===== src/logic/sscr_pkg.sv =====
// Shared constants for the state sensor command responder.
// Assumes a 32-bit classic Wishbone register bus with byte addresses.
package sscr_pkg;
    // ========================================
    // Sizes
    localparam int unsigned NUM_SUB_MAX = 8;
    localparam int unsigned REC_W = 24;

    // ========================================
    // Handles, counts and result codes
    localparam logic [15:0] HANDLE_RSVD_LO = 16'h0000;
    localparam logic [15:0] HANDLE_RSVD_HI = 16'hFFFF;
    localparam logic [7:0] COUNT_MIN = 8'h01;
    localparam logic [7:0] COUNT_MAX = 8'h08;
    localparam logic [7:0] RC_SUCCESS = 8'h00;
    localparam logic [7:0] RC_INVALID_DATA = 8'h02;
    localparam logic [7:0] RC_UNKNOWN_HANDLE = 8'h80;

    // ========================================
    // Field encodings
    localparam logic [7:0] OPC_ENABLED = 8'h00;
    localparam logic [7:0] OPC_DISABLED = 8'h01;
    localparam logic [7:0] OPC_UNAVAILABLE = 8'h02;
    localparam logic [7:0] NOTIFY_OFF = 8'h00;
    localparam logic [7:0] NOTIFY_ON = 8'h01;
    localparam logic [7:0] NOTIFY_KEEP = 8'hFF;
    localparam logic [7:0] STATE_UNKNOWN = 8'h00;

    // ========================================
    // Register byte offsets and field positions
    localparam logic [7:0] ADDR_SETUP_CMD = 8'h00;
    localparam logic [7:0] ADDR_STATUS = 8'h04;
    localparam logic [7:0] ADDR_READ_CMD = 8'h08;
    localparam logic [2:0] ADDR_REC_REGION = 3'h1;
    localparam logic [2:0] ADDR_STATE_REGION = 3'h2;
    localparam int unsigned CMD_COUNT_LSB = 16;
    localparam int unsigned CMD_GO_BIT = 31;
    localparam int unsigned RDCMD_MASK_LSB = 16;
    localparam int unsigned REC_COND_LSB = 0;
    localparam int unsigned REC_INIT_LSB = 8;
    localparam int unsigned REC_NOTIFY_LSB = 16;
    localparam int unsigned STATUS_BUSY_BIT = 8;
    localparam int unsigned STATUS_RDRC_LSB = 16;
    localparam int unsigned STATUS_NSUB_LSB = 24;

    // ========================================
    // Reset values
    localparam logic [7:0] RST_COND = OPC_ENABLED;
    localparam logic RST_NOTIFY_EN = 1'b0;

    typedef enum logic [1:0] {
        SSCR_IDLE,
        SSCR_CHECK,
        SSCR_APPLY_STATE,
        SSCR_APPLY_COND
    } sscr_setup_st_t;
endpackage


===== src/logic/sscr_setup_check.sv =====
// Combinational validation of a latched setup command.
// Assumes the records are held stable by the caller while checked.
`timescale 1ns/1ps
module sscr_setup_check #(
    parameter int unsigned N_SUB = 8
) (
    input wire logic [15:0] handle_i,
    input wire logic [15:0] own_handle_i,
    input wire logic [7:0] count_i,
    input wire logic [N_SUB*sscr_pkg::REC_W-1:0] recs_i,
    output logic [7:0] rc_o
);
    logic [N_SUB-1:0] rec_bad;
    logic handle_bad;
    logic count_bad;

    // ========================================
    // Per-record field checks
    for (genvar i = 0; i < N_SUB; i++) begin : g_rec
        logic [7:0] cond;
        logic [7:0] init;
        logic [7:0] ntfy;
        assign cond = recs_i[i*sscr_pkg::REC_W+sscr_pkg::REC_COND_LSB +: 8];
        assign init = recs_i[i*sscr_pkg::REC_W+sscr_pkg::REC_INIT_LSB +: 8];
        assign ntfy = recs_i[i*sscr_pkg::REC_W+sscr_pkg::REC_NOTIFY_LSB +: 8];
        // Records past the count are not looked at
        assign rec_bad[i] = (count_i > 8'(i)) && (
            !(cond == sscr_pkg::OPC_ENABLED ||
              cond == sscr_pkg::OPC_DISABLED ||
              cond == sscr_pkg::OPC_UNAVAILABLE) ||
            (init == sscr_pkg::STATE_UNKNOWN) ||
            !(ntfy == sscr_pkg::NOTIFY_ON ||
              ntfy == sscr_pkg::NOTIFY_OFF ||
              ntfy == sscr_pkg::NOTIFY_KEEP));
    end

    assign handle_bad = (handle_i == sscr_pkg::HANDLE_RSVD_LO) ||
        (handle_i == sscr_pkg::HANDLE_RSVD_HI) ||
        (handle_i != own_handle_i);
    assign count_bad = (count_i < sscr_pkg::COUNT_MIN) ||
        (count_i > sscr_pkg::COUNT_MAX) || (count_i > 8'(N_SUB));

    always_comb begin
        if (handle_bad) begin
            rc_o = sscr_pkg::RC_UNKNOWN_HANDLE;
        end else if (count_bad || (|rec_bad)) begin
            rc_o = sscr_pkg::RC_INVALID_DATA;
        end else begin
            rc_o = sscr_pkg::RC_SUCCESS;
        end
    end
endmodule


===== src/logic/sscr_sub_sensor.sv =====
// One sub-sensor: condition, current, prior and last-event state.
// Assumes setup pulses are single cycle and never overlap each other.
`timescale 1ns/1ps
module sscr_sub_sensor #(
    parameter bit VIRTUAL = 1'b0
) (
    input wire logic clk_i,
    input wire logic rst_i,
    input wire logic assess_valid_i,
    input wire logic [7:0] assess_state_i,
    input wire logic set_state_i,
    input wire logic [7:0] init_state_i,
    input wire logic [7:0] notify_ctrl_i,
    input wire logic set_cond_i,
    input wire logic [7:0] cond_i,
    input wire logic rearm_i,
    output logic [7:0] cond_o,
    output logic [7:0] cur_o,
    output logic [7:0] prior_o,
    output logic [7:0] event_state_o,
    output logic event_o
);
    logic seen_q;
    logic prior_known_q;
    logic notify_en_q;
    logic new_valid;
    logic [7:0] new_state;
    logic restart;
    logic chg;
    logic ev;

    // Setup wins a same-cycle clash with the monitor path
    assign new_valid = set_state_i || (assess_valid_i && !VIRTUAL);
    assign new_state = set_state_i ? init_state_i : assess_state_i;
    // Virtual sensors take setup writes as assessments
    assign restart = set_state_i && !VIRTUAL;
    assign chg = new_valid && seen_q && !restart &&
        (new_state != cur_o);
    assign ev = chg && notify_en_q && (cond_o == sscr_pkg::OPC_ENABLED);

    // ========================================
    // State tracking
    always_ff @(posedge clk_i) begin
        if (rst_i) begin
            cur_o <= sscr_pkg::STATE_UNKNOWN;
            prior_o <= sscr_pkg::STATE_UNKNOWN;
            seen_q <= 1'b0;
            prior_known_q <= 1'b0;
        end else if (new_valid && (!seen_q || restart)) begin
            cur_o <= new_state;
            prior_o <= new_state;
            seen_q <= 1'b1;
            prior_known_q <= 1'b0;
        end else if (chg) begin
            prior_o <= cur_o;
            cur_o <= new_state;
            prior_known_q <= 1'b1;
        end
    end

    // ========================================
    // Event generation and setup fields
    always_ff @(posedge clk_i) begin
        if (rst_i) begin
            event_state_o <= sscr_pkg::STATE_UNKNOWN;
            event_o <= 1'b0;
        end else begin
            event_o <= ev;
            if (ev) begin
                event_state_o <= new_state;
            end else if (rearm_i) begin
                event_state_o <= sscr_pkg::STATE_UNKNOWN;
            end
        end
    end

    always_ff @(posedge clk_i) begin
        if (rst_i) begin
            notify_en_q <= sscr_pkg::RST_NOTIFY_EN;
        end else if (set_state_i && notify_ctrl_i != sscr_pkg::NOTIFY_KEEP) begin
            notify_en_q <= (notify_ctrl_i == sscr_pkg::NOTIFY_ON);
        end
    end

    always_ff @(posedge clk_i) begin
        if (rst_i) begin
            cond_o <= sscr_pkg::RST_COND;
        end else if (set_cond_i) begin
            cond_o <= cond_i;
        end
    end

    // ========================================
    // Checks
    AST_PRIOR_DIFFERS: assert property (
        @(posedge clk_i) disable iff (rst_i)
        prior_known_q |-> prior_o != cur_o)
        else $error("prior state equals current state");
    AST_PRIOR_LOADS: assert property (
        @(posedge clk_i) disable iff (rst_i)
        chg |=> prior_o == $past(cur_o) && cur_o == $past(new_state))
        else $error("prior state not loaded on change");
    AST_FIRST_EQUAL: assert property (
        @(posedge clk_i) disable iff (rst_i)
        new_valid && !seen_q |=> prior_o == cur_o && !prior_known_q)
        else $error("first assessment left prior unequal");
    AST_EVENT_STATE: assert property (
        @(posedge clk_i) disable iff (rst_i)
        ev |=> event_o && event_state_o == $past(new_state))
        else $error("event state not captured");
    AST_KEEP_NOTIFY: assert property (
        @(posedge clk_i) disable iff (rst_i)
        set_state_i && notify_ctrl_i == sscr_pkg::NOTIFY_KEEP
        |=> notify_en_q == $past(notify_en_q))
        else $error("keep setting altered notification");
endmodule


===== src/logic/sscr_responder.sv =====
// Top of the state sensor command responder, with Wishbone slave.
// Assumes a classic Wishbone master and a synchronous monitor path.
`timescale 1ns/1ps
module sscr_responder #(
    parameter int unsigned N_SUB = 8,
    parameter logic [15:0] OWN_HANDLE = 16'h0001, // Arbitrary value
    parameter logic [7:0] VIRTUAL_MASK = 8'h00
) (
    input wire logic clk_i,
    input wire logic rst_i,
    input wire logic wb_cyc_i,
    input wire logic wb_stb_i,
    input wire logic wb_we_i,
    input wire logic [7:0] wb_adr_i,
    input wire logic [3:0] wb_sel_i,
    input wire logic [31:0] wb_dat_i,
    output logic [31:0] wb_dat_o,
    output logic wb_ack_o,
    input wire logic [N_SUB-1:0] assess_valid_i,
    input wire logic [N_SUB*8-1:0] assess_state_i,
    output logic [N_SUB-1:0] event_o,
    output logic busy_o
);
    localparam int unsigned RW = sscr_pkg::REC_W;

    if (N_SUB < 1 || N_SUB > sscr_pkg::NUM_SUB_MAX) begin : g_bad_nsub
        $error("N_SUB must lie in 1..8");
    end
    if (OWN_HANDLE == sscr_pkg::HANDLE_RSVD_LO ||
        OWN_HANDLE == sscr_pkg::HANDLE_RSVD_HI) begin : g_bad_handle
        $error("OWN_HANDLE must not be a reserved handle");
    end

    sscr_pkg::sscr_setup_st_t st_q;
    logic [15:0] handle_q;
    logic [7:0] count_q;
    logic [2:0] idx_q;
    logic [7:0] setup_rc_q;
    logic [7:0] read_rc_q;
    logic [RW-1:0] rec_q [N_SUB];
    logic [N_SUB*RW-1:0] recs_flat;
    logic [7:0] check_rc;
    logic [N_SUB-1:0] set_state_p;
    logic [N_SUB-1:0] set_cond_p;
    logic [N_SUB-1:0] rearm_p;
    logic [31:0] state_word [N_SUB];
    logic req;
    logic wr;
    logic [31:0] rd_d;
    logic [15:0] rd_handle;

    // ========================================
    // Bus slave: one wait state, ack for one cycle
    assign req = wb_cyc_i && wb_stb_i && !wb_ack_o;
    assign wr = req && wb_we_i;

    always_ff @(posedge clk_i) begin
        if (rst_i) begin
            wb_ack_o <= 1'b0;
            wb_dat_o <= 32'h0000_0000;
        end else begin
            wb_ack_o <= req;
            wb_dat_o <= (req && !wb_we_i) ? rd_d : 32'h0000_0000;
        end
    end

    always_comb begin
        rd_d = 32'h0000_0000;
        if (wb_adr_i == sscr_pkg::ADDR_STATUS) begin
            rd_d[7:0] = setup_rc_q;
            rd_d[sscr_pkg::STATUS_BUSY_BIT] = busy_o;
            rd_d[sscr_pkg::STATUS_RDRC_LSB +: 8] = read_rc_q;
            rd_d[sscr_pkg::STATUS_NSUB_LSB +: 8] = 8'(N_SUB);
        end else if (wb_adr_i[7:5] == sscr_pkg::ADDR_REC_REGION &&
                     32'(wb_adr_i[4:2]) < N_SUB) begin
            rd_d[RW-1:0] = rec_q[wb_adr_i[4:2]];
        end else if (wb_adr_i[7:5] == sscr_pkg::ADDR_STATE_REGION &&
                     32'(wb_adr_i[4:2]) < N_SUB) begin
            rd_d = state_word[wb_adr_i[4:2]];
        end
    end

    // ========================================
    // Setup records, byte-lane writes refused while busy
    for (genvar i = 0; i < N_SUB; i++) begin : g_rec
        always_ff @(posedge clk_i) begin
            if (rst_i) begin
                rec_q[i] <= '0;
            end else if (wr && !busy_o && wb_adr_i ==
                         {sscr_pkg::ADDR_REC_REGION, 3'(i), 2'h0}) begin
                for (int b = 0; b < 3; b++) begin
                    if (wb_sel_i[b]) begin
                        rec_q[i][b*8 +: 8] <= wb_dat_i[b*8 +: 8];
                    end
                end
            end
        end
        assign recs_flat[i*RW +: RW] = rec_q[i];
    end

    sscr_setup_check #(
        .N_SUB(N_SUB)
    ) u_check (
        .handle_i(handle_q),
        .own_handle_i(OWN_HANDLE),
        .count_i(count_q),
        .recs_i(recs_flat),
        .rc_o(check_rc)
    );

    // ========================================
    // Setup command sequencer
    always_ff @(posedge clk_i) begin
        if (rst_i) begin
            st_q <= sscr_pkg::SSCR_IDLE;
            handle_q <= 16'h0000;
            count_q <= 8'h00;
            idx_q <= 3'h0;
            setup_rc_q <= sscr_pkg::RC_SUCCESS;
            busy_o <= 1'b0;
        end else begin
            unique case (st_q)
                sscr_pkg::SSCR_IDLE: begin
                    if (wr && wb_adr_i == sscr_pkg::ADDR_SETUP_CMD &&
                        wb_sel_i == 4'hF &&
                        wb_dat_i[sscr_pkg::CMD_GO_BIT]) begin
                        handle_q <= wb_dat_i[15:0];
                        count_q <= wb_dat_i[sscr_pkg::CMD_COUNT_LSB +: 8];
                        busy_o <= 1'b1;
                        st_q <= sscr_pkg::SSCR_CHECK;
                    end
                end
                sscr_pkg::SSCR_CHECK: begin
                    setup_rc_q <= check_rc;
                    idx_q <= 3'h0;
                    if (check_rc == sscr_pkg::RC_SUCCESS) begin
                        st_q <= sscr_pkg::SSCR_APPLY_STATE;
                    end else begin
                        busy_o <= 1'b0;
                        st_q <= sscr_pkg::SSCR_IDLE;
                    end
                end
                sscr_pkg::SSCR_APPLY_STATE: begin
                    st_q <= sscr_pkg::SSCR_APPLY_COND;
                end
                sscr_pkg::SSCR_APPLY_COND: begin
                    if ({5'h00, idx_q} == count_q - 8'h01) begin
                        busy_o <= 1'b0;
                        st_q <= sscr_pkg::SSCR_IDLE;
                    end else begin
                        idx_q <= idx_q + 3'h1;
                        st_q <= sscr_pkg::SSCR_APPLY_STATE;
                    end
                end
            endcase
        end
    end

    // ========================================
    // Read command: handle check and rearm
    assign rd_handle = wb_dat_i[15:0];

    always_ff @(posedge clk_i) begin
        if (rst_i) begin
            read_rc_q <= sscr_pkg::RC_SUCCESS;
            rearm_p <= '0;
        end else if (wr && wb_adr_i == sscr_pkg::ADDR_READ_CMD) begin
            if (rd_handle == sscr_pkg::HANDLE_RSVD_LO ||
                rd_handle == sscr_pkg::HANDLE_RSVD_HI ||
                rd_handle != OWN_HANDLE) begin
                read_rc_q <= sscr_pkg::RC_UNKNOWN_HANDLE;
                rearm_p <= '0;
            end else begin
                read_rc_q <= sscr_pkg::RC_SUCCESS;
                rearm_p <=
                    wb_dat_i[sscr_pkg::RDCMD_MASK_LSB +: N_SUB];
            end
        end else begin
            rearm_p <= '0;
        end
    end

    // ========================================
    // Sub-sensors
    for (genvar i = 0; i < N_SUB; i++) begin : g_sub
        logic [7:0] cond;
        logic [7:0] cur;
        logic [7:0] prior;
        logic [7:0] evs;
        assign set_state_p[i] = (st_q == sscr_pkg::SSCR_APPLY_STATE) &&
            (idx_q == 3'(i));
        assign set_cond_p[i] = (st_q == sscr_pkg::SSCR_APPLY_COND) &&
            (idx_q == 3'(i));
        sscr_sub_sensor #(
            .VIRTUAL(VIRTUAL_MASK[i])
        ) u_sub (
            .clk_i(clk_i),
            .rst_i(rst_i),
            .assess_valid_i(assess_valid_i[i]),
            .assess_state_i(assess_state_i[i*8 +: 8]),
            .set_state_i(set_state_p[i]),
            .init_state_i(rec_q[i][sscr_pkg::REC_INIT_LSB +: 8]),
            .notify_ctrl_i(rec_q[i][sscr_pkg::REC_NOTIFY_LSB +: 8]),
            .set_cond_i(set_cond_p[i]),
            .cond_i(rec_q[i][sscr_pkg::REC_COND_LSB +: 8]),
            .rearm_i(rearm_p[i]),
            .cond_o(cond),
            .cur_o(cur),
            .prior_o(prior),
            .event_state_o(evs),
            .event_o(event_o[i])
        );
        assign state_word[i] = {evs, prior, cur, cond};
    end

    // ========================================
    // Checks
    AST_COND_AFTER_STATE: assert property (
        @(posedge clk_i) disable iff (rst_i)
        |set_cond_p |-> $past(set_state_p) == set_cond_p)
        else $error("condition applied before state and notification");
    AST_START_AT_ZERO: assert property (
        @(posedge clk_i) disable iff (rst_i)
        st_q == sscr_pkg::SSCR_CHECK && check_rc == sscr_pkg::RC_SUCCESS
        |=> set_state_p[0] ##1 set_cond_p[0])
        else $error("setup did not start at offset zero");
    AST_UNKNOWN_HANDLE: assert property (
        @(posedge clk_i) disable iff (rst_i)
        st_q == sscr_pkg::SSCR_CHECK && handle_q != OWN_HANDLE
        |=> setup_rc_q == sscr_pkg::RC_UNKNOWN_HANDLE && !busy_o)
        else $error("unknown handle not answered with its code");
    AST_BAD_COUNT: assert property (
        @(posedge clk_i) disable iff (rst_i)
        st_q == sscr_pkg::SSCR_CHECK && handle_q == OWN_HANDLE &&
        (count_q == 8'h00 || count_q > 8'(N_SUB))
        |=> setup_rc_q == sscr_pkg::RC_INVALID_DATA && !busy_o)
        else $error("bad count accepted");
    AST_ACK_ONE: assert property (@(posedge clk_i) disable iff (rst_i)
        wb_ack_o |=> !wb_ack_o)
        else $error("ack held longer than one cycle");
    AST_ACK_FOLLOWS: assert property (
        @(posedge clk_i) disable iff (rst_i)
        req |=> wb_ack_o)
        else $error("request not acknowledged in the next cycle");
    AST_DAT_IDLE_ZERO: assert property (
        @(posedge clk_i) disable iff (rst_i)
        !wb_ack_o |-> wb_dat_o == 32'h0000_0000)
        else $error("read data not zero outside the ack cycle");
    AST_GO_STARTS: assert property (
        @(posedge clk_i) disable iff (rst_i)
        st_q == sscr_pkg::SSCR_IDLE && wr &&
        wb_adr_i == sscr_pkg::ADDR_SETUP_CMD && wb_sel_i == 4'hF &&
        wb_dat_i[sscr_pkg::CMD_GO_BIT]
        |=> busy_o && st_q == sscr_pkg::SSCR_CHECK)
        else $error("setup command did not start");

    // ========================================
    // Sequencing checks
    // Records must not move under the checker or the apply steps
    AST_RECS_FROZEN: assert property (
        @(posedge clk_i) disable iff (rst_i)
        $past(busy_o) |-> $stable(recs_flat))
        else $error("setup record changed while busy");
    AST_NO_APPLY_ON_ERR: assert property (
        @(posedge clk_i) disable iff (rst_i)
        st_q == sscr_pkg::SSCR_CHECK && check_rc != sscr_pkg::RC_SUCCESS
        |=> (set_state_p == '0 && set_cond_p == '0)[*2])
        else $error("record applied after a refused setup");
    AST_ONE_SUB: assert property (
        @(posedge clk_i) disable iff (rst_i)
        $onehot0(set_state_p) && $onehot0(set_cond_p))
        else $error("setup applied to two sub-sensors at once");
    AST_NEXT_OFFSET: assert property (
        @(posedge clk_i) disable iff (rst_i)
        st_q == sscr_pkg::SSCR_APPLY_COND && 8'(idx_q) + 8'h01 < count_q
        |=> st_q == sscr_pkg::SSCR_APPLY_STATE &&
            idx_q == $past(idx_q) + 3'h1)
        else $error("setup did not move to the next offset");
    AST_LAST_DONE: assert property (
        @(posedge clk_i) disable iff (rst_i)
        st_q == sscr_pkg::SSCR_APPLY_COND && 8'(idx_q) + 8'h01 == count_q
        |=> !busy_o && st_q == sscr_pkg::SSCR_IDLE)
        else $error("setup did not end after the last record");
    AST_READ_UNKNOWN: assert property (
        @(posedge clk_i) disable iff (rst_i)
        wr && wb_adr_i == sscr_pkg::ADDR_READ_CMD && rd_handle != OWN_HANDLE
        |=> read_rc_q == sscr_pkg::RC_UNKNOWN_HANDLE && rearm_p == '0)
        else $error("read command accepted an unknown handle");
    AST_REARM_PULSE: assert property (
        @(posedge clk_i) disable iff (rst_i)
        |rearm_p |=> rearm_p == '0)
        else $error("rearm held longer than one cycle");
endmodule


===== config.mk =====
export PLATFORM = sky130hd
export DESIGN_NAME = sscr_responder
export DESIGN_NICKNAME = d
export VERILOG_FILES = /design/src/logic/sscr_pkg.sv /design/src/logic/sscr_setup_check.sv /design/src/logic/sscr_sub_sensor.sv /design/src/logic/sscr_responder.sv
export SDC_FILE = /design/constraint.sdc
export NUM_CORES = 1
export LEC_CHECK = 0
export BUFFER_PORTS_ARGS = -buffer_cell sky130_fd_sc_hd__buf_2
export CELL_PAD_IN_SITES_DETAIL_PLACEMENT = 1
export CELL_PAD_IN_SITES_GLOBAL_PLACEMENT = 1
export CORE_ASPECT_RATIO = 1.25
export CORE_MARGIN = 2
export CORE_UTILIZATION = 30
export DETAILED_ROUTE_END_ITERATION = 7
export GPL_TIMING_DRIVEN = 0
export PLACE_DENSITY_LB_ADDON = 0.1
export SLEW_MARGIN = 20
export SYNTH_ARGS = -nofsm -noshare
export SYNTH_HDL_FRONTEND = slang
export SYNTH_SLANG_ARGS = --single-unit

===== constraint.sdc =====
create_clock -name clk_i -period 3.1 [get_ports clk_i]
set_input_delay 0.62 -clock clk_i [delete_from_list [all_inputs] [get_ports clk_i]]
set_output_delay 0.62 -clock clk_i [all_outputs]
set_load 0.01 [all_outputs]

**Word-level counts from Yosys, hierarchy flattened**

Memory sizes are Yosys's and may differ from the RTL's.
Index checks and enable logic that the tools add are counted.

- Register bits: 367
- Memory bits (writable): 192
- Input port bits: 121
- Output and inout bits: 42
- Memories: 1

- Add/sub/neg operators: 2
- Order comparisons: 11
- Equality and inequality tests: 80
- Muxes and demuxes: 178
- Bitwise logic cells: 28
- Reduce and logical (&&, ||, !) cells: 267

Memories:

| name | words | width | rd ports | clocked after Yosys merged registers in | write ports | RTL line | text |
|---|---|---|---|---|---|---|---|
| rec_q | 8 | 24 | 9 | 0 | 8 | sscr_responder.sv:40 | `logic [RW-1:0] rec_q [N_SUB];` |

Operators with widths:

| operator | count |
|---|---|
| two-way mux 8 bit | 82 |
| logical NOT 8 bit | 34 |
| equality test 8 x 1 -> 1 bit, second input constant | 16 |
| logical AND 1 bit | 97 |
| binary-select mux 32 bit (select 3 bit) | 1 |
| two-way mux 1 bit | 80 |
| logical OR 1 bit | 71 |
| equality test 8 x 2 -> 1 bit, second input constant | 8 |
| equality test 8 x 6 -> 1 bit, second input constant | 8 |
| equality test 8 bit, second input constant | 8 |
| two-way mux 32 bit | 2 |
| inequality test 8 bit | 8 |
| inequality test 8 bit, second input constant | 8 |
| logical NOT 1 bit | 35 |
| nonzero test 2 bit | 17 |
| equality test 16 bit, second input constant | 2 |
| > comparator 8 x 3 -> 1 bit, second input constant | 4 |
| logical NOT 16 bit | 2 |
| inequality test 16 x 1 -> 1 bit, second input constant | 2 |
| two-way mux 28 bit | 1 |
| two-way mux 24 bit | 1 |
| bitwise OR 1 bit | 24 |
| > comparator 8 x 1 -> 1 bit, second input constant | 2 |
| > comparator 8 x 2 -> 1 bit, second input constant | 2 |
| 34 further kinds | 51 |

**Longest topological paths before layout**

Gate-level depths: netlist of run 1.
An unclocked memory read counts as a cell.

- Depth after elaboration: 15
- Mapped depth: 14
- Mapped depth without buffers: 9

**Hierarchy**

A second synthesis of run 1 with hierarchy kept.

- Cell total of the unflattened synthesis: 2,895
- Area, all modules: 30,996.0 µm²

By module, submodules not included:

| module | instances | cells each | area an instance (µm²) | seq. area each (µm²) |
|---|---|---|---|---|
| sscr_sub_sensor | 8 | 213 | 2,015.7 | 700.7 |
| sscr_responder | 1 | 1,042 | 13,898.3 | 7,367.1 |
| sscr_setup_check | 1 | 149 | 972.2 | 0.0 |

**Worst setup path before layout of run 1**

No wires, ideal clock.

- Path type: reg-to-reg
- Start point: register idx_q[2]
- End point: register g_sub[3].u_sub.cur_o[0]
- Library setup time: 0.121 ns
- Arrival time: 2.761 ns
- Path slack: 0.219 ns
- Cell stages (with the launch flop): 15
- Buffers on the path: 5
- Cell sequence: dfxtp_1 buf_4 clkbuf_1 inv_1 ha_1 nand3b_2 buf_4 mux2i_1 o22ai_1 nor2_1 a31o_2 buf_4 nor2b_1 buf_2 mux2_2

- Longest elaborated chain between the ends: 7
- Elaborated cells between the ends (all ways): 14
- Classes of those cells: eq/ne (2); mux (3); reduce/logical (9)

Ends and longest elaborated chain:

| item | RTL line | text |
|---|---|---|
| start: declaration | sscr_responder.sv:37 | `logic [2:0] idx_q;` |
| start signal: assignment | sscr_responder.sv:151 | `idx_q <= idx_q + 3'h1;` |
| equality test 3 x 2 -> 1 bit * | sscr_responder.sv:191 | `(idx_q == 3'(i));` |
| logical AND 1 bit * | sscr_responder.sv:190 | `assign set_state_p[i] = (st_q == sscr_pkg::SSCR_APPLY_STATE) &&` |
| branches (longest 5 deep; another with two-way mux 8 bit) | n/a |  |
| end signal: assignment | sscr_sub_sensor.sv:45 | `cur_o <= sscr_pkg::STATE_UNKNOWN;` |
| end signal: assignment | sscr_sub_sensor.sv:50 | `cur_o <= new_state;` |
| end signal: assignment | sscr_sub_sensor.sv:56 | `cur_o <= new_state;` |
| end: declaration | sscr_sub_sensor.sv:18 | `output logic [7:0] cur_o,` |

Every way passes the cells marked *. The select of a mux whose other input is x is not followed.
A chain may end at the register's enable or synchronous reset.

**Final worst setup path of run 1**

- Start point: input port wb_adr_i[2]
- End point: register wb_dat_o[10]

- Longest elaborated chain between the ends: 6
- Elaborated cells between the ends (all ways): 9
- Classes of those cells: eq/ne (1); mux (5); bitwise (1); reduce/logical (1); memory (1)

Ends and longest elaborated chain:

| item | RTL line | text |
|---|---|---|
| start: declaration | sscr_responder.sv:14 | `input wire logic [7:0] wb_adr_i,` |
| inverter 3 -> 4 bit (implied by the code) | sscr_responder.sv:79 | `rd_d = state_word[wb_adr_i[4:2]];` |
| binary-select mux 32 bit (select 3 bit) | sscr_responder.sv:79 |  |
| two-way mux 32 bit (implied by the code) (2 in a row) | sscr_responder.sv:79 |  |
| two-way mux 28 bit | sscr_responder.sv:77 | `end else if (wb_adr_i[7:5] == sscr_pkg::ADDR_STATE_REGION &&` |
| two-way mux 24 bit | sscr_responder.sv:74 | `end else if (wb_adr_i[7:5] == sscr_pkg::ADDR_REC_REGION &&` |
| end signal: assignment | sscr_responder.sv:63 | `wb_dat_o <= (req && !wb_we_i) ? rd_d : 32'h0000_0000;` |
| end: declaration | sscr_responder.sv:17 | `output logic [31:0] wb_dat_o,` |

Parallel ways exist; a longest one is shown, timed or not. The select of a mux whose other input is x is not followed.

==> results of run 1 <==
## kinds of logic (layout without fill, tap and decap cells)
| kind of cell | after synthesis | after routing | share of synthesized area (%) |
|---|---|---|---|
| simple gates | 1028 | 1029 | 19.7 |
| flops | 546 | 546 | 47.1 |
| mux | 430 | 430 | 21.7 |
| compound gates | 287 | 287 | 6.75 |
| buf+inv | 197 | 499 | 3.29 |
| xor+xnor | 32 | 32 | 1.03 |
| fa+ha+maj | 9 | 9 | 0.413 |
## critical path: cells and delay by family
| kind | cells | cell delay, ps |
|---|---|---|
| muxes | 1 | 480 |
| buffers and inverters | 4 | 1910 |
| AOI/OAI and AO/OA | 2 | 550 |
## worst max-delay path by stage
stage,from,end,slack (ps)
final,wb_adr_i[2],wb_dat_o[10]$_SDFF_PP0_,-10
after global routing,idx_q[0]$_SDFFE_PP0P_,g_sub[0].u_sub.event_state_o[5]$_SDFFE_PP0P_,-30
after CTS,idx_q[2]$_SDFFE_PP0P_,g_sub[3].u_sub.cur_o[5]$_SDFFE_PP0P_,-2
after detailed placement,wb_adr_i[3],rec_q[7][16]$_SDFFCE_PN0P_,-1670
after global placement,wb_adr_i[3],rec_q[7][17]$_SDFFCE_PN0P_,-1650
after floorplan,idx_q[2]$_SDFFE_PP0P_,g_sub[3].u_sub.cur_o[0]$_SDFFE_PP0P_,220
## registers in the layout, summed over array words and instances (netlist names), 16 cells and up
register / flops
g_sub.u_sub.event_state_o: 64
wb_dat_o: 32
rec_q: 192
g_sub.u_sub.cur_o: 64
g_sub.u_sub.cond_o: 64
handle_q: 16
g_sub.u_sub.prior_o: 64
## cell type report
type                    count  area, µm²
well taps                1187       1490
fillers                  9924      57400
multi-input cells        1787      14100
inverters                  46        180
clock inverters            18        158
plain buffers             149        913
repair buffers            190       1100
clock buffers              96       1860
flip-flops and latches    546      12900
## power by group
part | internal, W | leakage [nW] | switching [W]
logic | 0.000655 | 6.44 | 0.00105
clock network | 0.00427 | 0.998 | 0.00319
registers | 0.00764 | 4.82 | 0.000341
## synth_stat cells, types with 10 or more instances
library cell / count / area, µm²
a2111oi_0: 20 / 175
a211oi_1: 11 / 82.6
a21oi_1: 83 / 415
a22oi_1: 26 / 195
a31oi_1: 14 / 87.6
and2_1: 205 / 1280
buf_1: 25 / 93.8
buf_2: 23 / 115
buf_4: 24 / 180
clkbuf_1: 75 / 282
dfxtp_1: 354 / 7090
edfxtp_1: 192 / 5770
inv_1: 46 / 173
mux2_2: 147 / 1660
mux2i_1: 162 / 1620
mux4_2: 112 / 2520
nand2_1: 225 / 845
nand2b_1: 14 / 87.6
nand3_1: 31 / 155
nand4_1: 23 / 144
nor2_1: 263 / 987
nor2b_1: 46 / 288
nor3_1: 34 / 170
nor3b_1: 81 / 608
nor4_1: 44 / 275
o2111ai_1: 10 / 87.6
o21ai_0: 13 / 65.1
o22ai_1: 88 / 551
or2_2: 12 / 75.1
xnor2_1: 21 / 184
xor2_1: 11 / 96.3
## cells in the final DEF, fill, tap and decap left out, types with 30 or more instances in the layout
master     netlist  layout
a21oi_1         83      83
and2_1         205     204
buf_2           23     167
buf_4           24      49
clkbuf_1        75      80
clkbuf_16        0      68
dfxtp_1        354     351
edfxtp_1       192     192
inv_1           46      44
mux2_2         147     139
mux2i_1        162     131
mux4_2         112     112
nand2_1        225     224
nand3_1         31      30
nor2_1         263     260
nor2b_1         46      46
nor3_1          34      33
nor3b_1         81      80
nor4_1          44      40
o22ai_1         88      88
## per-layer routing
layer / GRT usage [%] / wire (µm) / vias to the layer above
met4: 12.6 / 6610 / 2
met1: 33.3 / 52700 / 11276
li1: - / - / 9778
met5: 0 / 8 / -
met3: 3.08 / 5190 / 215
met2: 49.2 / 67000 / 646
## stage by stage
step | power (W) | instances | setup slack, ps | utilization (%) | TNS (ps)
floorplan | 0.00887 | 2529 | 219 | - | 0
global placement | 0.00972 | 3866 | -1650 | 32.8 | -531670
detailed placement | 0.00975 | 3869 | -1670 | 32.9 | -544070
CTS | 0.0172 | 3995 | -2.34 | 35.7 | -2.34
global route | 0.0176 | 4019 | -28.5 | 36.3 | -496
finish | 0.0172 | 4019 | -10.7 | 36.3 | -10.7
## what timing repair did
action	4_1_cts	5_1_grt
endpoints found under the setup margin	498	257
setup buffers	13	21
resized for setup	108	78
pin swaps	5	11
cloned	1	3
==> metrics, run 1 <==
routed length per instance between 30 and 40 µm; final hold vios 0; P&R area growth vs syn 19.7%; root buffer cell clkbuf_16; number of DRC markers in iteration 0 1701; peak supply drop 0.447 mV; Area after DPL between 20000 and 30000 µm²; distinct cell type count after synthesis 64; Remaining DRCs 0; router iterations before antenna repair 5; port bufs 150; r2r endpoint g_sub[0].u_sub.event_state_o[6]$_SDFFE_PP0P_; clock slew at reported path FFs about 70 ps; Yosys reg bits around 550; number of global-route vias before repair 22700; clock skew 30.6 ps; crit start category input pin; max-cap viol count 0; cells along the critical path clkbuf_1, buf_4, buf_2, buf_1, mux4_2, a22oi_1, a21oi_1; Mapped Cells between 2000 and 3000; via count ~22000; DP Wirelength approximately 100 mm; Worst Hold Path EP g_sub[0].u_sub.seen_q$_SDFFE_PP0P_; Die Ht 341 µm; gpl congestion about 0.96; Final Hold Slack 208 ps; worst hold path stage count 3; first-pass GRT wire length 180 mm; relative slew slack roughly a quarter; fin nets slightly below 3000; Initial Util 30.3%; core area 90000 µm²; crit-path max FO 10; CTS tree done; syn_area_per_cell approximately 11 µm²; Tot GR Track Use ~28%; maximum clock path buffer count 3; Max Fclk between 300 and 400 MHz; min Tclk post-route between 3000 and 4000 ps; Post-synth EDFFs between 150 and 200; layout cells sized above 1 25.4%; Largest stage delay, worst path roughly 710 ps; final instance area roughly 33000 µm²; setup violators final 1; worst skew pair latency between 600 and 700 ps; Chip Width 274 µm; largest net degree at the start of global routing 20; power density over the cells approximately 520 nW/µm²; Die ar. a little over 90000 µm²; Setup Crit Path Kind in -> reg; R2R depth 12; Slew @ Worst Pin ~1100 ps; grt total ovfl 0; failing checks negative setup slack; Static Leak about 12 nW; total CTS buffers around 60; Hold WC Path Type in -> reg; reg2reg start idx_q[0]$_SDFFE_PP0P_; Rows between 100 and 150; cts hold-fix bufs 0; crit path DAT 3580 ps; internal reg-to-reg setup slack 0 ps; cell area after synthesis 27300 µm²; fin worst setup slack -10.7 ps; RSZ-0062 raised after global routing yes; WP data required about 3600 ps; syn_nets 2659; crit path capture type flop; outcome finished with violations; Total Wirelength approximately 130 mm; Via density about 5.5; Final Cycle Share 100%; worst hold start assess_valid_i[0]; slowest CP cell buf_1; sequential share of the synthesized area 47.1%; Synth Warn # 0; ys async rst share 0%; n_diodes 0; clock tree sinks 546; final antenna-violating net count 0; initial antenna violation count 4; Post-synth top flop dfxtp_1; Slew Limit Fails 0; H-Tree Depth 2; # IOs 163
(Power assumes the default switching activity.)
==> inputs of run 2 (changes only) <==
--- a/config.mk
+++ b/config.mk
@@ -9,8 +9,8 @@
 export CELL_PAD_IN_SITES_DETAIL_PLACEMENT = 1
 export CELL_PAD_IN_SITES_GLOBAL_PLACEMENT = 1
 export CORE_ASPECT_RATIO = 1.25
-export CORE_MARGIN = 2
 export CORE_UTILIZATION = 30
+export CTS_BUF_LIST = sky130_fd_sc_hd__clkbuf_16
 export DETAILED_ROUTE_END_ITERATION = 7
 export GPL_TIMING_DRIVEN = 0
 export PLACE_DENSITY_LB_ADDON = 0.1
==> run 2 against run 1 <==
Net effect:
- the flow still finishes with violations (negative setup slack)
- sequential cell count is the same
- critical path type unchanged
- sequential share of layout area grew 0.13 points
- maximum frequency down 0.37%
==> metrics, run 2 (synthesis results as in run 1) <==
outcome finished with violations; failing checks negative setup slack; final antenna-violating net count 0; clock skew 23.5 ps; worst skew pair latency between 600 and 700 ps; Die Ht 339 µm; largest net degree at the start of global routing 20; Slew @ Worst Pin between 1000 and 1500 ps; max reg flops 192; via count 22096; leading cell types in the layout, fill and taps excluded dfxtp_1 (351), nor2_1 (262), nand2_1 (224), and2_1 (205), edfxtp_1 (192); DP Wirelength between 100 and 150 mm; total CTS buffers between 60 and 70; gpl congestion slightly above 0.9; cts hold-fix bufs 0; Slew Limit Fails 0; Setup Crit Path Kind in -> reg; CP startpoint wb_adr_i[2]; r2r endpoint st_q[1]$_SDFFE_PP0N_; clock slew at reported path FFs around 50 ps; Static Leak between 10 and 15 nW; Area after DPL slightly below 30000 µm²; router iterations before antenna repair 5; commonest non-fill, non-tap cell in the layout dfxtp_1; final instance area 32600 µm²; H-Tree Depth 3; relative slew slack 26.2%; power density over the cells 533 nW/µm²; max-cap viol count 0; first-pass GRT wire length 182 mm; grt total ovfl 0; Chip Width 272 µm; Via density around 5.5; internal reg-to-reg setup slack roughly 40 ps; peak supply drop between 0.3 and 0.4 mV; WP data required around 3500 ps; CTS tree done; routed length per instance ~33 µm; number of global-route vias before repair 23091; RSZ-0062 raised after global routing yes; Tot GR Track Use between 20 and 30%; Hold WC Path Type in -> reg; Max Fclk 320 MHz; fin worst setup slack -22.4 ps; worst hold start assess_valid_i[0]; Total Wirelength around 130 mm; core area between 90000 and 100000 µm²; setup violators final 1; crit-path max FO 10; layout cells sized above 1 24.9%; Die ar. 92200 µm²; fillers ~10000; critical path endpoint wb_dat_o[23]$_SDFF_PP0_; Remaining DRCs 0; min Tclk post-route about 3100 ps; crit start category input pin; port bufs 150; root buffer cell clkbuf_16; number of DRC markers in iteration 0 roughly 1500; Final Cycle Share 101%; Reg with most FFs rec_q; maximum clock path buffer count 3; reg2reg start rec_q[5][20]$_SDFFCE_PN0P_; fin nets approximately 2900; final hold vios 0; initial antenna violation count 3; crit path capture type flop; clock tree sinks 546; P&R area growth vs syn 19.3%; total design power between 0.015 and 0.02 W; Initial Util 30.3%; crit path DAT 3540 ps; R2R depth 7; Rows 123; # IOs 163
==> run 2: cell types whose count changed in the layout (fill, tap and decap cells not counted), moves of 6 or more <==
cell	before	now
buf_4	49	43
clkbuf_1	80	60
clkbuf_8	10	1
clkinv_1	0	12
inv_1	44	61
mux2i_4	22	13
==> run 2: area by class of cell <==
type	count	area [µm²]	share of cell area, %
inverter	46	178	0.546
clock inverter	51	303	0.930
buffer	146	881	2.70
tap	1187	1490	4.56
clock buffer	71	1780	5.46
antenna	1	2.50	0.00768
timing repair buffer	182	1040	3.20
sequential	546	12900	39.5
multi-input combinational	1787	14000	43.1
==> run 2: metrics by stage <==
step / TNS (ps) / hold WS, ps / setup WS [ps] / std cells / utilization [%]
2_1_floorplan: 0 / 434 / 219 / 2529 / -
3_3_place_gp: -539330 / 463 / -1570 / 3866 / 32.8
3_5_place_dp: -561310 / 470 / -1640 / 3868 / 32.9
4_1_cts: 0 / 221 / 0.753 / 4003 / 35.8
5_1_grt: -306 / 257 / -75.2 / 4016 / 36.2
6_report: -22.4 / 247 / -22.4 / 4017 / 36.2
==> run 2: worst min-delay path by stage <==
stage / endpoint / slack (ps) / cells past startpoint
after floorplan: setup_rc_q[1]$_SDFFE_PP0P_ / 430 / 2
after global placement: g_sub[0].u_sub.cond_o[4]$_SDFFE_PP0P_ / 460 / 2
after detailed placement: g_sub[6].u_sub.cond_o[2]$_SDFFE_PP0P_ / 470 / 2
after CTS: g_sub[0].u_sub.seen_q$_SDFFE_PP0P_ / 220 / 3
after global routing: g_sub[0].u_sub.seen_q$_SDFFE_PP0P_ / 260 / 3
final: g_sub[0].u_sub.seen_q$_SDFFE_PP0P_ / 250 / 3
==> run 2: routing by layer <==
layer | vias to the layer above | GRT usage [%] | wire, µm
met5 | - | 0 | 8
met4 | 2 | 16.2 | 8060
met3 | 267 | 3.24 | 5410
met2 | 719 | 49.5 | 65900
met1 | 11355 | 33.0 | 51900
li1 | 9753 | - | -
==> run 2: critical path: stages <==
cell and delay, ps:
clkbuf_1 420, buf_4 410, buf_2 430, buf_4 380, mux4_2 620, a22oi_1 310, a31oi_1 320
==> run 2: power breakdown <==
group	leakage (nW)	internal (W)	switching, W
registers	4.82	0.00764	0.000343
clock network	1.09	0.00437	0.00328
logic	6.38	0.000658	0.00105
total	12.3	0.0127	0.00467
==> run 2: timing repair <==
item / 4_1_cts / 5_1_grt
cloned: 1 / 0
gates resized for setup: 107 / 64
pin swaps: 4 / 9
buffers inserted: 15 / 15
endpoints found under the setup margin: 536 / 263
==> inputs of run 3 (changes only) <==
--- a/config.mk
+++ b/config.mk
@@ -13,7 +13,7 @@
 export CTS_BUF_LIST = sky130_fd_sc_hd__clkbuf_16
 export DETAILED_ROUTE_END_ITERATION = 7
 export GPL_TIMING_DRIVEN = 0
-export PLACE_DENSITY_LB_ADDON = 0.1
+export PLACE_DENSITY = 0.59
 export SLEW_MARGIN = 20
 export SYNTH_ARGS = -nofsm -noshare
 export SYNTH_HDL_FRONTEND = slang
==> run 3 against run 2 <==
Net effect:
- the flow still finishes with violations (negative setup slack)
- clock skew is 11 ps higher
- cell area rose by 0.38%
- register-to-register slack got worse by 50 ps
- sequential power about the same
- worst hold slack gained 5.4 ps
- first-iteration DRC count rose by 25%
- via count increased by 1.7%
- cell count is essentially flat
- sequential cell count unchanged
- setup slack better by 11 ps
- non-clock buffer count is the same
- clock-buffer cell count decreased by 4
- critical endpoint is now st_q[1]$_SDFFE_PP0N_
- largest power group unchanged
==> metrics, run 3 (synthesis results as in run 1) <==
Chip Width 272 µm; met1 usage in global routing 31.3%; WP data required 3700 ps; routed length per instance 31.3 µm; cts hold-fix bufs 0; fin worst setup slack -11.2 ps; number of global-route vias before repair 23413; initial antenna violation count 4; final antenna-violating net count 0; Most Crowded Layer GR met2; maximum clock path buffer count 3; Core Util, Final between 30% and 40%; layout cells sized above 1 between 20% and 30%; power density over the cells 537 nW/µm²; core area around 90000 µm²; final instance area about 33000 µm²; met2 usage a little under half; root buffer cell clkbuf_16; gpl congestion 0.965; crit path DAT between 3000 and 4000 ps; Rows between 100 and 150; DP Wirelength around 100 mm; relative slew slack about a quarter; Hold WC Path Type in -> reg; min Tclk post-route a little over 3000 ps; Reg with most FFs rec_q; setup violators final 3; first-pass GRT wire length 176 mm; Max Fclk roughly 320 MHz; port bufs 150; grt total ovfl 0; H-Tree Depth 3; router iterations before antenna repair 5; fin nets approximately 2900; Slew Limit Fails 0; largest net degree at the start of global routing 20; number of DRC markers in iteration 0 approximately 1900; commonest non-fill, non-tap cell in the layout dfxtp_1; leading cell types in the layout, fill and taps excluded dfxtp_1 (351), nor2_1 (262), nand2_1 (225), and2_1 (205), edfxtp_1 (192); Tot GR Track Use ~27%; worst skew pair latency approximately 660 ps; Remaining DRCs 0; Setup Crit Path Kind reg -> reg; outcome finished with violations; Total Wirelength ~130 mm; clock tree sinks between 500 and 600; crit-path max FO 3; CTS tree done; Final Cycle Share 100%; RSZ-0062 raised after global routing yes; Die ar. about 90000 µm²; Slew @ Worst Pin approximately 1100 ps; Area after DPL 29600 µm²; max reg flops between 150 and 200; setup TNS after final layout -21.4 ps; final hold vios 0; crit path capture type flop; # IOs 163; max-cap viol count 0; P&R area growth vs syn 19.8%; Final Hold Slack 252 ps; failing checks negative setup slack; DP Worst Slack -1560 ps; via count between 20000 and 25000; Initial Util 30.3%; clock skew about 35 ps; Static Leak roughly 12 nW; Die Ht 339 µm; peak supply drop approximately 0.34 mV; clock slew at reported path FFs around 60 ps; met3 Resource Use GR under 10%; Via density 5.59; total CTS buffers 66; crit start category flop
-- run 3: changes by cell type in the layout (fill, tap and decap cells not counted), sizes merged --
cell / before / now
inv: 66 / 65
diode: 1 / 3
clkbuf: 148 / 144
bufinv: 3 / 6
clkinv: 26 / 27
-- run 3: layout make-up --
cell class                 instances  area (µm²)
tap                             1187        1490
timing repair buffer             182        1020
fill                            9871       57300
antenna                            3        7.51
sequential                       546       12900
inverter                          46         183
clock inverter                    54         487
clock buffer                      67        1680
multi-input combinational       1787       14100
buffer                           146         866
-- run 3: timing repair --
action,in CTS,in global routing
setup endpoints to repair,517,219
pin swaps,7,12
gates cloned,1,0
buffers inserted,16,14
gates resized for setup,111,68
-- run 3: worst paths after layout --
path	from	endpoint	depth (start not counted)	slack, ps
worst min-delay path	assess_valid_i[0]	g_sub[0].u_sub.seen_q$_SDFFE_PP0P_	3	250
worst max-delay path	rec_q[6][20]$_SDFFCE_PN0P_	st_q[1]$_SDFFE_PP0N_	7	-10
worst min register to register	g_sub[2].u_sub.cond_o[4]$_SDFFE_PP0P_	g_sub[2].u_sub.cond_o[4]$_SDFFE_PP0P_	2	480
worst max register to register	rec_q[6][20]$_SDFFCE_PN0P_	st_q[1]$_SDFFE_PP0N_	7	-10
-- run 3: report_power, final --
part,internal [W],switching (W),total [W],leakage [nW]
Combinational,0.000650,0.00104,0.00169,6.37
Sequential,0.00764,0.000341,0.00798,4.82
Clock,0.00449,0.00339,0.00788,1.11
-- run 3: per-layer routing --
| layer | vias to the layer above | share of wire (%) |
|---|---|---|
| li1 | 9749 | - |
| met1 | 11473 | 38 |
| met2 | 924 | 49 |
| met3 | 319 | 5.5 |
| met4 | 0 | 7.4 |
| met5 | - | 0 |
-- run 3: critical path, cell delays in order, from the launching register on --
cell	delay (ps)
edfxtp_1	420
or4_1	560
nor4_1	870
o2111ai_1	380
a22oi_1	240
nand4_1	150
nor2_1	270
o21a_1	170
-- run 3: metrics by stage --
stage               cells  power [W]
floorplan            2529    0.00887
global placement     3866    0.00968
global route         4015     0.0180
CTS                  4003     0.0176
finish               4018     0.0175
detailed placement   3868    0.00971
